==> src/logic/acs_defines.svh <==
// Offsets, field positions, reset values and timing counts of the converter control block.
// Assumes a 10 MHz system clock and a word-wide AHB-Lite register bus.
// How it works
// The three-bit clock select picks sysclk/2, /8, /32, /4, /16, /64, or, for either x11 code, the RC clock of at most 500 kHz.
// In the clock control register bit 7 and bits 3 to 0 read zero, and bits 6 to 4 are writable and clear at reset.
// With left justification the high result register holds result bits 9 to 2.
// With left justification the low result register holds result bits 1 and 0 in bits 7 and 6, the rest reserved.
// With right justification the high result register holds result bits 9 and 8 in bits 1 and 0, the rest reserved.
// With right justification the low result register holds result bits 7 to 0.
// Software waits one full acquisition interval after a channel change before it starts a conversion.
// Software sets the go bit to start a conversion, and the device clears that bit when the conversion is done.
// At completion both result registers load together in the format selected at that moment.
`ifndef ACS_DEFINES_SVH
`define ACS_DEFINES_SVH

// Register byte offsets
`define ACS_OFS_CTRL      8'h00
`define ACS_OFS_CLKCTRL   8'h04
`define ACS_OFS_RESHIGH   8'h08
`define ACS_OFS_RESLOW    8'h0C

// Control register fields
`define ACS_CTRL_JUSTIFY  7
`define ACS_CTRL_GO       1
`define ACS_CTRL_ENABLE   0
`define ACS_CTRL_RESET    8'h00

// Clock control register fields
`define ACS_CLK_SEL_HI    6
`define ACS_CLK_SEL_LO    4
`define ACS_CLK_MASK      8'h70
`define ACS_CLK_RESET     3'h0

// Timing
`define ACS_SYS_HZ        10000000
`define ACS_RC_MAX_HZ     500000
`define ACS_RC_DIV        ((`ACS_SYS_HZ + `ACS_RC_MAX_HZ - 1) / `ACS_RC_MAX_HZ)
`define ACS_CONV_TICKS    11

`endif

==> src/logic/acs_pkg.sv <==
// Types shared by the converter control modules.
// Assumes acs_defines.svh supplies the numbers.
`default_nettype none
package acs_pkg;
	typedef logic [2:0] acs_clk_sel_t;
	typedef logic [9:0] acs_result_t;
	typedef enum logic {ACS_JUSTIFY_LEFT, ACS_JUSTIFY_RIGHT} acs_justify_t;
	typedef enum {ACS_IDLE, ACS_CONV} acs_state_t;
endpackage
`default_nettype wire

==> src/logic/acs_clk_if.sv <==
// Carrier between the control top and its conversion clock divider.
// Assumes both ends run on sys_clk.
`timescale 1ns/1ps
`default_nettype none
interface acs_clk_if;
	acs_pkg::acs_clk_sel_t convClockSel;
	logic                  divRun;
	logic                  convTick;
	modport ctrl (output convClockSel, output divRun, input convTick);
	modport div  (input convClockSel, input divRun, output convTick);
endinterface
`default_nettype wire

==> src/logic/acs_clock_div.sv <==
// Conversion clock divider: one-cycle enable pulse at the selected converter rate.
// Assumes sys_clk at 10 MHz; the RC clock is modelled as an enable no faster than 500 kHz.
`timescale 1ns/1ps
`default_nettype none
`include "acs_defines.svh"
module acs_clock_div (
	// Clock and reset
	input  wire logic sys_clk,
	input  wire logic rstn,
	// Control side
	acs_clk_if.div    clk
);
	logic [5:0] cntReg;
	logic [5:0] cntNext;
	logic       tickNext;
	logic       tickReg;

	// Last count (division ratio minus one) for each select code
	function automatic logic [5:0] divLast(input acs_pkg::acs_clk_sel_t sel);
		case (sel)
			3'h0:    divLast = 6'h01;
			3'h1:    divLast = 6'h07;
			3'h2:    divLast = 6'h1F;
			3'h4:    divLast = 6'h03;
			3'h5:    divLast = 6'h0F;
			3'h6:    divLast = 6'h3F;
			default: divLast = 6'(`ACS_RC_DIV - 1);
		endcase
	endfunction

	// Count sys_clk cycles and pulse at the end of each period
	always_comb begin
		cntNext  = cntReg + 6'h01;
		tickNext = 1'b0;
		if (!clk.divRun) begin
			cntNext = 6'h00;
		end else if (cntReg >= divLast(clk.convClockSel)) begin
			cntNext  = 6'h00;
			tickNext = 1'b1;
		end
	end

	always_ff @(posedge sys_clk or negedge rstn) begin
		if (!rstn) begin
			cntReg  <= 6'h00;
			tickReg <= 1'b0;
		end else begin
			cntReg  <= cntNext;
			tickReg <= tickNext;
		end
	end

	assign clk.convTick = tickReg;
endmodule
`default_nettype wire

==> src/logic/acs_top.sv <==
// Converter control: AHB-Lite registers, clock select, go/done sequencing and result packing.
// Assumes one AHB-Lite master and an analog front end whose result arrives asynchronously.
// Assumes the front end keeps its result word steady while the hold output is high.
//
// Design decisions made here: the register addresses and the AHB-Lite interface to the registers.
`timescale 1ns/1ps
`default_nettype none
`include "acs_defines.svh"
module acs_top (
	// Clock and reset
	input  wire logic        sys_clk,
	input  wire logic        rstn,
	// AHB-Lite slave
	input  wire logic        hsel,
	input  wire logic [7:0]  haddr,
	input  wire logic [1:0]  htrans,
	input  wire logic        hwrite,
	input  wire logic [2:0]  hsize,
	input  wire logic        hready,
	input  wire logic [31:0] hwdata,
	output logic      [31:0] hrdata,
	output logic             hreadyout,
	output logic             hresp,
	// Analog front end
	input  wire logic [9:0]  convResultIn,
	output logic             holdCapacitorHold,
	output logic             convClockTick,
	output logic             convEnabled
);
	acs_clk_if clkBus ();

	acs_clock_div uDiv (
		.sys_clk (sys_clk),
		.rstn    (rstn),
		.clk     (clkBus.div)
	);

	// Register state
	logic                   justifyReg, justifyNext;
	logic                   goReg, goNext;
	logic                   enableReg, enableNext;
	acs_pkg::acs_clk_sel_t  clkSelReg, clkSelNext;
	logic [7:0]             resHighReg, resHighNext;
	logic [7:0]             resLowReg, resLowNext;
	// Bus state
	logic                   wrPendReg, wrPendNext;
	logic [7:0]             wrAddrReg, wrAddrNext;
	logic [31:0]            rdataReg, rdataNext;
	// Conversion state
	acs_pkg::acs_state_t    stateReg, stateNext;
	logic [3:0]             tickCntReg, tickCntNext;
	logic                   doneNext;
	logic                   holdReg, holdNext;
	// Analog input synchroniser
	logic [9:0]             resSync1Reg, resSync2Reg;

	logic                   addrPhase;
	logic [7:0]             wByte;
	logic [15:0]            packed16;

	// Two-flop capture of the asynchronous analog result.
	// A moving 10-bit word could tear across the flops; the front end holds it steady
	// for the whole conversion, and only the word two cycles before completion is used.
	always_ff @(posedge sys_clk or negedge rstn) begin
		if (!rstn) begin
			resSync1Reg <= 10'h000;
			resSync2Reg <= 10'h000;
		end else begin
			resSync1Reg <= convResultIn;
			resSync2Reg <= resSync1Reg;
		end
	end

	// Pack a result into high and low bytes by justification
	function automatic logic [15:0] packResult(input acs_pkg::acs_result_t r, input logic just);
		if (just == acs_pkg::ACS_JUSTIFY_RIGHT)
			packResult = {6'h00, r[9:8], r[7:0]};
		else
			packResult = {r[9:2], r[1:0], 6'h00};
	endfunction

	// Read mux of the register map.
	// It looks at the next-state values, so a read whose address phase meets the data
	// phase of a write sees the written value, as the bus order demands.
	function automatic logic [31:0] readReg(input logic [7:0] a);
		case (a)
			`ACS_OFS_CTRL:    readReg = {24'h000000, justifyNext, 5'h00, goNext, enableNext};
			`ACS_OFS_CLKCTRL: readReg = {24'h000000, 1'b0, clkSelNext, 4'h0};
			`ACS_OFS_RESHIGH: readReg = {24'h000000, resHighNext};
			`ACS_OFS_RESLOW:  readReg = {24'h000000, resLowNext};
			default:          readReg = 32'h00000000;
		endcase
	endfunction

	assign addrPhase = hsel && htrans[1] && hready;
	assign wByte     = hwdata[7:0];
	assign packed16  = packResult(resSync2Reg, justifyReg);

	// Conversion sequencing on converter clock ticks.
	// A conversion lasts a fixed number of ticks; the first tick may come early because
	// the divider runs whenever the converter is enabled. Clearing enable aborts at once.
	always_comb begin
		stateNext   = stateReg;
		tickCntNext = tickCntReg;
		doneNext    = 1'b0;
		case (stateReg)
			acs_pkg::ACS_IDLE: begin
				tickCntNext = 4'h0;
				if (goReg && enableReg)
					stateNext = acs_pkg::ACS_CONV;
			end
			acs_pkg::ACS_CONV: begin
				if (!enableReg) begin
					stateNext = acs_pkg::ACS_IDLE;
				end else if (clkBus.convTick) begin
					if (tickCntReg == 4'(`ACS_CONV_TICKS - 1)) begin
						stateNext = acs_pkg::ACS_IDLE;
						doneNext  = 1'b1;
					end else begin
						tickCntNext = tickCntReg + 4'h1;
					end
				end
			end
			default: stateNext = acs_pkg::ACS_IDLE;
		endcase
		holdNext = (stateNext == acs_pkg::ACS_CONV);
	end

	// Bus pipeline: read data is fetched in the address phase
	// The slave never stretches a transfer, so hreadyout is tied high below.
	always_comb begin
		wrPendNext = addrPhase && hwrite;
		wrAddrNext = addrPhase ? haddr : wrAddrReg;
		rdataNext  = (addrPhase && !hwrite) ? readReg(haddr) : rdataReg;
	end

	// Register updates from software writes and conversion completion
	// Completion wins over a software write to a result register in the same cycle.
	always_comb begin
		justifyNext = justifyReg;
		goNext      = goReg;
		enableNext  = enableReg;
		clkSelNext  = clkSelReg;
		resHighNext = resHighReg;
		resLowNext  = resLowReg;
		if (wrPendReg) begin
			case (wrAddrReg)
				`ACS_OFS_CTRL: begin
					justifyNext = wByte[`ACS_CTRL_JUSTIFY];
					enableNext  = wByte[`ACS_CTRL_ENABLE];
					goNext      = goReg | wByte[`ACS_CTRL_GO];
				end
				`ACS_OFS_CLKCTRL: clkSelNext = wByte[`ACS_CLK_SEL_HI:`ACS_CLK_SEL_LO];
				`ACS_OFS_RESHIGH: resHighNext = wByte;
				`ACS_OFS_RESLOW:  resLowNext  = wByte;
				default: ;
			endcase
		end
		if (!enableNext)
			goNext = 1'b0;
		if (doneNext) begin
			goNext      = 1'b0;
			resHighNext = packed16[15:8];
			resLowNext  = packed16[7:0];
		end
	end

	// Software-visible registers
	always_ff @(posedge sys_clk or negedge rstn) begin
		if (!rstn) begin
			justifyReg <= 1'b0;
			goReg      <= 1'b0;
			enableReg  <= 1'b0;
			clkSelReg  <= `ACS_CLK_RESET;
			resHighReg <= 8'h00;
			resLowReg  <= 8'h00;
		end else begin
			justifyReg <= justifyNext;
			goReg      <= goNext;
			enableReg  <= enableNext;
			clkSelReg  <= clkSelNext;
			resHighReg <= resHighNext;
			resLowReg  <= resLowNext;
		end
	end

	// Bus pipeline registers
	always_ff @(posedge sys_clk or negedge rstn) begin
		if (!rstn) begin
			wrPendReg  <= 1'b0;
			wrAddrReg  <= 8'h00;
			rdataReg   <= 32'h00000000;
		end else begin
			wrPendReg  <= wrPendNext;
			wrAddrReg  <= wrAddrNext;
			rdataReg   <= rdataNext;
		end
	end

	// Conversion state registers
	always_ff @(posedge sys_clk or negedge rstn) begin
		if (!rstn) begin
			stateReg   <= acs_pkg::ACS_IDLE;
			tickCntReg <= 4'h0;
			holdReg    <= 1'b0;
		end else begin
			stateReg   <= stateNext;
			tickCntReg <= tickCntNext;
			holdReg    <= holdNext;
		end
	end

	// Divider control and outputs
	assign clkBus.convClockSel = clkSelReg;
	assign clkBus.divRun       = enableReg;
	assign hrdata              = rdataReg;
	assign hreadyout           = 1'b1;
	assign hresp               = 1'b0;
	assign holdCapacitorHold   = holdReg;
	assign convClockTick       = clkBus.convTick;
	assign convEnabled         = enableReg;
endmodule
`default_nettype wire

==> config.mk <==
export PLATFORM = sky130hd
export DESIGN_NAME = acs_top
export DESIGN_NICKNAME = d
export VERILOG_FILES = /design/src/logic/acs_pkg.sv /design/src/logic/acs_clk_if.sv /design/src/logic/acs_clock_div.sv /design/src/logic/acs_top.sv
export VERILOG_INCLUDE_DIRS = /design/src /design/src/logic
export SDC_FILE = /design/constraint.sdc
export NUM_CORES = 1
export LEC_CHECK = 0
export BUFFER_PORTS_ARGS = -buffer_cell sky130_fd_sc_hd__buf_2
export CORE_UTILIZATION = 54
export DETAILED_ROUTE_END_ITERATION = 16
export GPL_TIMING_DRIVEN = 0
export HOLD_SLACK_MARGIN = 0.05
export MAX_ROUTING_LAYER = met4
export PLACE_DENSITY_LB_ADDON = 0.25
export SYNTH_ARGS = -nofsm -noshare
export SYNTH_HDL_FRONTEND = slang
export SYNTH_SLANG_ARGS = --single-unit
==> constraint.sdc <==
create_clock -name sys_clk -period 2.52 [get_ports sys_clk]
set_input_delay 0.378 -clock sys_clk [delete_from_list [all_inputs] [get_ports sys_clk]]
set_output_delay 0.378 -clock sys_clk [all_outputs]
set_load 0.1 [all_outputs]
==> results of run 1 <==
==> through the flow <==
stage               cells  setup TNS, ns  utilization, %  hold WS [ns]  cell area, sq um
floorplan             414              0               -        0.0824              4630
global placement      558        -0.0307            63.6         0.332              4970
detailed placement    559              0            64.0         0.335              5000
CTS                   576              0            66.8        0.0922              5210
global route          576              0            66.8        0.0881              5210
finish                576              0            66.8         0.104              5210
==> synthesized netlist by cell type, types with 7 or more instances <==
cell,n,area [sq um]
sky130_fd_sc_hd__o211ai_1,8,60.1
sky130_fd_sc_hd__nand3_1,7,35.0
sky130_fd_sc_hd__a21oi_1,9,45.0
sky130_fd_sc_hd__nor2_1,11,41.3
sky130_fd_sc_hd__ha_1,8,100
sky130_fd_sc_hd__nor4_1,16,100
sky130_fd_sc_hd__mux2_2,21,236
sky130_fd_sc_hd__buf_4,27,203
sky130_fd_sc_hd__mux2i_1,13,130
sky130_fd_sc_hd__dfrtp_1,103,2580
sky130_fd_sc_hd__inv_1,17,63.8
sky130_fd_sc_hd__nand4_1,9,56.3
sky130_fd_sc_hd__o21ai_0,8,40.0
sky130_fd_sc_hd__nand2_1,14,52.6
==> how the worst max path moves through the flow <==
| stage | from | endpoint | slack [ns] | cells after the start |
|---|---|---|---|---|
| after global routing | hwrite | hrdata[3] | 0.13 | 6 |
| after global placement | hwrite | hrdata[5] | -0.02 | 6 |
| after CTS | wrAddrReg[1] | hrdata[5] | 0.28 | 5 |
| after detailed placement | wrAddrReg[1] | hrdata[3] | 0.03 | 5 |
| final | hwrite | hrdata[4] | 0.24 | 6 |
| after floorplan | uDiv.clk.convTick | hrdata[6] | 0.17 | 7 |
==> kinds of logic (layout without fill, tap and decap cells) <==
| family | after synthesis | in the layout | synth area share [%] |
|---|---|---|---|
| adder cells (fa/ha/maj) | 8 | 8 | 2.26 |
| buffers and inverters | 54 | 114 | 7.13 |
| AO/OA/AOI/OAI | 55 | 55 | 8.91 |
| XOR/XNOR | 4 | 4 | 0.792 |
| multiplexers | 35 | 35 | 8.63 |
| other | 2 | 57 | 0.170 |
| flip-flops | 103 | 103 | 58.3 |
| AND/OR/NAND/NOR | 98 | 98 | 13.8 |
==> worst reg2reg max path: stages, from the launching register on <==
cell,delay [ns]
sky130_fd_sc_hd__dfrtp_1,0.44
sky130_fd_sc_hd__or4_1,0.54
sky130_fd_sc_hd__buf_4,0.19
sky130_fd_sc_hd__nor3_1,0.26
sky130_fd_sc_hd__mux2_2,0.39
sky130_fd_sc_hd__a22oi_1,0.16
sky130_fd_sc_hd__o211ai_1,0.11
==> state kept, by name, summed over array words and instances, names as in the netlist <==
register and count:
stateReg 32, resSync1Reg 10, resSync2Reg 10, hrdata 8, resHighReg 8, resLowReg 8
wrAddrReg 8, uDiv.cntReg 6, tickCntReg 4, clkBus.convClockSel 3, convEnabled 1, goReg 1
holdCapacitorHold 1, justifyReg 1, uDiv.clk.convTick 1, wrPendReg 1
==> area by class of cell <==
cell class / instances / area (sq um)
Multi-Input combinational cell: 257 / 1740
Clock inverter: 6 / 70.1
Clock buffer: 10 / 128
Tap cell: 102 / 128
Timing Repair Buffer: 44 / 250
Inverter: 17 / 63.8
Buffer: 37 / 251
Sequential cell: 103 / 2580
Fill cell: 627 / 2590
==> placed cells by master, fill, tap and decap left out, types with 11 or more instances in the layout <==
cell type	count
sky130_fd_sc_hd__nor4_1	16
sky130_fd_sc_hd__buf_2	43
sky130_fd_sc_hd__mux2_2	21
sky130_fd_sc_hd__nand2_1	14
sky130_fd_sc_hd__conb_1	57
sky130_fd_sc_hd__nor2_1	11
sky130_fd_sc_hd__inv_1	17
sky130_fd_sc_hd__dfrtp_1	103
sky130_fd_sc_hd__mux2i_1	13
sky130_fd_sc_hd__buf_4	28
==> metal layers <==
metal | vias up | GRT usage [%] | wire length [um]
met5 | - | - | 0
met4 | 0 | 10.4 | 183
met3 | 16 | 3.45 | 486
met2 | 109 | 32.5 | 3740
met1 | 1403 | 28.4 | 3700
li1 | 1440 | - | -
==> power by group through the flow <==
stage               Combinational, mW  Sequential (mW)  Clock (mW)
finish                          0.645             1.88        1.03
global route                    0.704             1.89        1.11
CTS                             0.647             1.88        1.05
detailed placement              0.641             1.90           0
global placement                0.626             1.89           0
floorplan                       0.431             1.95           0
==> timing repair <==
action,in CTS,in global routing
hold buffers,1,0
hold endpoints to repair,31,0
resized for setup,1,0
endpoints found under the setup margin,2,0
==> impl_summary.log, run 1 <==
[metrics] outcome: completed
[metrics] antenna diode instance count: 0
[metrics] Max transition margin: 47.5%
[metrics] Internal: 2.44 mW
[metrics] post-CTS repair timing setup buffer count: 0
[metrics] Clock power frac: 29.0%
[metrics] DRC errors left: 0
[metrics] final total power: 3.55 mW
[metrics] Detailed Place HPWL: 5940 um
[metrics] die width: about 92 um
[metrics] relative contribution of combinational cells to total power: ~18%
[metrics] Clock Sinks: 103
[metrics] post-layout min period: 2.28 ns
[metrics] final weighted congestion of routability-driven global placement: 0.871
[metrics] All-Layer GR Usage: 21.4%
[metrics] most instantiated flip-flop cell in the synthesis netlist: sky130_fd_sc_hd__dfrtp_1
[metrics] # setup viols final: 0
[metrics] total routed wirelength: 8110 um
[metrics] deepest clock path buffer count: 2
[metrics] synthesized area: between 0.004 and 0.005 sq mm
[metrics] TritonCTS clock tree: yes
[metrics] clock buffers created by TritonCTS: 9
[metrics] Critical Path End Type: flop
[metrics] destination of the worst register-to-register timing path: hrdata[7]
[metrics] total global routing overflow: 0
[metrics] maximum fanout along the worst path: 9
[metrics] final antenna-violating net count: 0
[metrics] gate family responsible for the most delay along the worst path: simple AND/OR/NAND/NOR gates
[metrics] Clock transition at path regs: 0.10 ns
[metrics] unrepaired setup endpoints after global routing: no
[metrics] count of input and output buffers: 42
[metrics] hold path cells: 1
[metrics] IR Drop Worst-Case VDD: 457 uV
[metrics] proportion of synthesized flip-flops having asynchronous set or reset: 100%
[metrics] crit path buf inv count: 1
[metrics] FF+latch count, synth: 103
[metrics] slew of the pin with the lowest slew margin: between 0.7 and 0.8 ns
[metrics] list of cells traversed by the critical path: buf_2 > nand4b_1 > nor4_2 > nor3b_1 > o21ai_0 > o211ai_1
[metrics] R2R Setup Slk: 0.32 ns
[metrics] beginning of the worst hold path: convResultIn[4]
[metrics] achievable clock frequency: 0.439 GHz
[metrics] Worst path slowest cell: sky130_fd_sc_hd__nor3b_1
[metrics] largest stage delay on the critical path: 0.62 ns
[metrics] number of enable-type register cells in the synthesized netlist: 0
[metrics] CP startpoint kind: input port
[metrics] vias in the first global route: 2,880
[metrics] via density per instance: 5.15
[metrics] number of core rows: 32
[metrics] number of pins exceeding their max-slew limit in the final report: 0
[metrics] clock root buffer: sky130_fd_sc_hd__clkbuf_8
[metrics] number of distinct standard cells referenced by the synthesized netlist: 55
[metrics] number of design-rule violations left by the first detailed-router iteration: 247
[metrics] setup skew after layout: 0.0108 ns
[metrics] initial cell density of the core: 56.6%
[metrics] class of the most critical setup path: input port to flop
[metrics] R2R Path Start: wrAddrReg[1]
[metrics] net load switching power: between 1 and 1.5 mW
[metrics] initial antenna violation count: 0
[metrics] synthesis-to-finish area growth: 17.9%
[metrics] max cap viols: 0
[metrics] latest clock arrival within the worst-skew pair: between 0.3 and 0.4 ns
[metrics] Cell Pwr Density: 681 mW/mm^2
[metrics] required time of the worst setup path: between 2 and 3 ns
[metrics] number of iterations in the first detailed-routing pass: 4
[metrics] Hold/Removal Path Class: input port to flop
[metrics] Net Sw Frac: 31.4%
[metrics] post-place setup slack: 0.0258 ns
[metrics] vias: 2,968
[metrics] number of H-tree levels: 3
[metrics] worst reg-to-reg path cell count: 6
[metrics] Gate Count Post-Synth: 359
[metrics] Seq/Total Area, Yosys: roughly 58%
[metrics] floorplan core area: about 0.0078 sq mm
[metrics] share of final-layout standard cells stronger than drive strength 1: 26.4%
[metrics] area enclosed by the die boundary: roughly 0.0086 sq mm
[metrics] Critical Path AT: 2.57 ns
[metrics] mean cell area of the mapped netlist: between 10 and 15 sq um
[metrics] hold-critical path endpoint: resSync1Reg[4]
[metrics] Leak: 2.42 nW
[metrics] first-pass GRT wire length: approximately 13,000 um
[metrics] maximum number of pins on one net before global-route repair: 73
[metrics] I/O pin total: 97
[metrics] total number of yosys warnings: 0
[metrics] Tcrit/Tclk final: 90.5%
[metrics] final routed wire length divided by cell count: 14.1 um
[metrics] Sequential Power Share: 52.8%
[metrics] layout net count: between 500 and 600
[metrics] Fin. Hold Viols: 0
[metrics] final worst slack: 0.240 ns
[metrics] Die Span Y: 92.5 um
(Power assumes the default switching activity.)
==> inputs of run 2 (changes only) <==
==> constraint.sdc (replaced) <==
create_clock -name sys_clk -period 2.58 [get_ports sys_clk]
set_input_delay 0.387 -clock sys_clk [delete_from_list [all_inputs] [get_ports sys_clk]]
set_output_delay 0.387 -clock sys_clk [all_outputs]
set_load 0.1 [all_outputs]
==> impl_summary.log, run 2 (synthesis gave the netlist of run 1 again) <==
[metrics] outcome: completed
[metrics] routed length on met1: 3670 um (-0.73%)
[metrics] Clock power frac: 29.1% (about the same)
[metrics] filler cell count in the final layout: 627 (unchanged)
[metrics] final worst hold slack: 0.112 ns (+0.00835 ns)
[metrics] vias in the first global route: 2,855 (-0.87%)
[metrics] Max transition margin: 47.4% (-0.17 points)
[metrics] final antenna-violating net count: 0 (unchanged)
[metrics] final core utilization: 66.8% (unchanged)
[metrics] Die Span Y: 92.5 um (unchanged)
[metrics] TritonCTS clock tree: yes
[metrics] vias: 2,957 (-0.37%)
[metrics] Cell Pwr Density: 666 mW/mm^2 (-2.3%)
[metrics] Critical Path AT: 2.55 ns (-0.02 ns)
[metrics] layout net count: 537 (unchanged)
[metrics] routed length on met3: 498 um (+2.5%)
[metrics] Critical Path End Type: flop
[metrics] synthesis-to-finish area growth: 17.9% (unchanged)
[metrics] final weighted congestion of routability-driven global placement: 0.871 (unchanged)
[metrics] total routed wirelength: 8090 um (-0.23%)
[metrics] slew of the pin with the lowest slew margin: 0.779 ns (+0.00253 ns)
[metrics] maximum number of pins on one net before global-route repair: 73 (unchanged)
[metrics] final routed wire length divided by cell count: 14.0 um (-0.23%)
[metrics] Clock Sinks: 103 (unchanged)
[metrics] gate family responsible for the most delay along the worst path: simple AND/OR/NAND/NOR gates
[metrics] CP startpoint kind: input port
[metrics] number of flip-flops under the largest register name: 32 (unchanged)
[metrics] clock root buffer: sky130_fd_sc_hd__clkbuf_8
[metrics] relative contribution of combinational cells to total power: 18.2% (about the same)
[metrics] number of pins exceeding their max-slew limit in the final report: 0 (unchanged)
[metrics] net load switching power: 1.09 mW (-2.2%)
[metrics] floorplan core area: 0.00781 sq mm (unchanged)
[metrics] top layer used by detailed routing: met4
[metrics] count of input and output buffers: 42 (unchanged)
[metrics] Net Sw Frac: 31.4% (about the same)
[metrics] achievable clock frequency: 0.443 GHz
[metrics] crit path buf inv count: 1 (unchanged)
[metrics] Sequential Power Share: 52.8% (about the same)
[metrics] Clock transition at path regs: 0.10 ns (about the same)
[metrics] number of design-rule violations left by the first detailed-router iteration: 226 (-8.5%)
[metrics] class of the most critical setup path: input port to flop
[metrics] setup skew after layout: 0.0124 ns (+0.00157 ns)
[metrics] clock buffers created by TritonCTS: 9 (unchanged)
[metrics] die width: 92.5 um (unchanged)
[metrics] number of H-tree levels: 3 (unchanged)
[metrics] post-place setup slack: 0.0777 ns (+0.0519 ns)
[metrics] Hold/Removal Path Class: input port to flop
[metrics] max cap viols: 0 (unchanged)
[metrics] final worst slack: 0.324 ns (+0.0842 ns)
[metrics] All-Layer GR Usage: 21.3% (-0.11 points)
[metrics] IR Drop Worst-Case VDD: 446 uV (-2.4%)
[metrics] instance area after placement: 0.00500 sq mm (unchanged)
[metrics] deepest clock path buffer count: 2 (unchanged)
[metrics] DRC errors left: 0 (unchanged)
[metrics] latest clock arrival within the worst-skew pair: 0.37 ns (about the same)
[metrics] final total power: 3.47 mW (-2.3%)
[metrics] instance count after placement with tap cells included: 559 (unchanged)
[metrics] Detailed Place HPWL: 5940 um (unchanged)
[metrics] list of cells traversed by the critical path: buf_2 > nand4b_1 > nor4_2 > nor3b_1 > o21ai_0 > o211ai_1
[metrics] area of all placed cells without fillers: 0.00521 sq mm (unchanged)
[metrics] first-pass GRT wire length: 13,300 um (-0.67%)
[metrics] Leak: 2.42 nW (unchanged)
[metrics] area enclosed by the die boundary: 0.00855 sq mm (unchanged)
[metrics] total global routing overflow: 0 (unchanged)
[metrics] initial antenna violation count: 0 (unchanged)
[metrics] metal2 WL: 3760 um (+0.75%)
[metrics] maximum fanout along the worst path: 9 (unchanged)
[metrics] leading cell type in the layout, fill and taps excluded: sky130_fd_sc_hd__dfrtp_1
[metrics] register bank with the most flops: stateReg
[metrics] number of core rows: 32 (unchanged)
[metrics] Fin. Hold Viols: 0 (unchanged)
[metrics] number of iterations in the first detailed-routing pass: 4 (unchanged)
[metrics] post-layout min period: 2.26 ns
[metrics] Tcrit/Tclk final: 87.4%
[metrics] most frequent cells in the layout: sky130_fd_sc_hd__dfrtp_1, sky130_fd_sc_hd__conb_1, sky130_fd_sc_hd__buf_2, sky130_fd_sc_hd__buf_4, sky130_fd_sc_hd__mux2_2
[metrics] Internal: 2.38 mW (-2.3%)
[metrics] unrepaired setup endpoints after global routing: no
[metrics] share of final-layout standard cells stronger than drive strength 1: 26.4% (unchanged)
[metrics] largest stage delay on the critical path: 0.61 ns (about the same)
[metrics] antenna diode instance count: 0 (unchanged)
[metrics] Setup Total Neg Slack: 0 ns (unchanged)
[metrics] # setup viols final: 0 (unchanged)
[metrics] via density per instance: 5.13 (-0.37%)
[metrics] Worst path slowest cell: sky130_fd_sc_hd__nor3b_1
[metrics] post-route non-filler standard cell count: 576 (unchanged)
[metrics] largest registers in the final layout: stateReg: 32 flops, resSync1Reg: 10 flops, resSync2Reg: 10 flops
[metrics] initial cell density of the core: 56.6% (unchanged)
[metrics] I/O pin total: 97 (unchanged)
[metrics] required time of the worst setup path: 2.87 ns (+0.06 ns)
==> run 2: cell counts in the layout (fill, tap and decap cells not counted) <==
No cell type changed its count.
==> run 2: timing repair <==
| item | CTS | global route |
|---|---|---|
| buffers inserted | 0 | 0 |
| hold endpoints to repair | 31 | 0 |
| gates resized for setup | 0 | 1 |
| setup endpoints to repair | 0 | 8 |
| hold buffers | 1 | 0 |
==> run 2: layer usage <==
layer	up-vias	global-route usage, %
met1	1413	28.5
met5	-	-
met4	0	10.0
met3	12	3.37
li1	1440	-
met2	92	32.3
==> run 2: cell type report <==
class	count	area [sq um]	share of cell area, %
plain buffers	37	251	4.82
clock buffers	10	128	2.45
clock inverters	6	70.1	1.34
inverters	17	63.8	1.22
multi-input cells	257	1740	33.5
flip-flops and latches	103	2580	49.4
well taps	102	128	2.45
repair buffers	44	250	4.80
==> run 2: worst reg2reg max path: stages (launching register included) <==
cell and delay [ns]:
sky130_fd_sc_hd__dfrtp_1 0.43, sky130_fd_sc_hd__nor4b_1 0.72, sky130_fd_sc_hd__nand3_1 0.28, sky130_fd_sc_hd__mux2_2 0.34, sky130_fd_sc_hd__a22oi_1 0.20, sky130_fd_sc_hd__o211ai_1 0.13
==> run 2: path summary, 6_finish.rpt <==
kind | to | cells past startpoint | start | slack [ns]
worst max-delay path | hrdata[4] | 6 | hwrite | 0.32
worst min-delay path | resSync1Reg[4] | 1 | convResultIn[4] | 0.11
worst max register to register | hrdata[5] | 5 | wrAddrReg[3] | 0.37
worst min register to register | resSync2Reg[5] | 0 | resSync1Reg[5] | 0.35
max in group asynchronous | resSync2Reg[7] | 3 | rstn | 1.41
min in group asynchronous | uDiv.cntReg[4] | 2 | rstn | 0.49
==> run 2: power groups by stage <==
stage               Combinational [mW]  Clock, mW  Sequential, mW
floorplan                        0.421          0            1.91
global placement                 0.611          0            1.85
detailed placement               0.626          0            1.86
CTS                              0.631       1.03            1.83
global route                     0.688       1.08            1.85
finish                           0.630       1.01            1.83
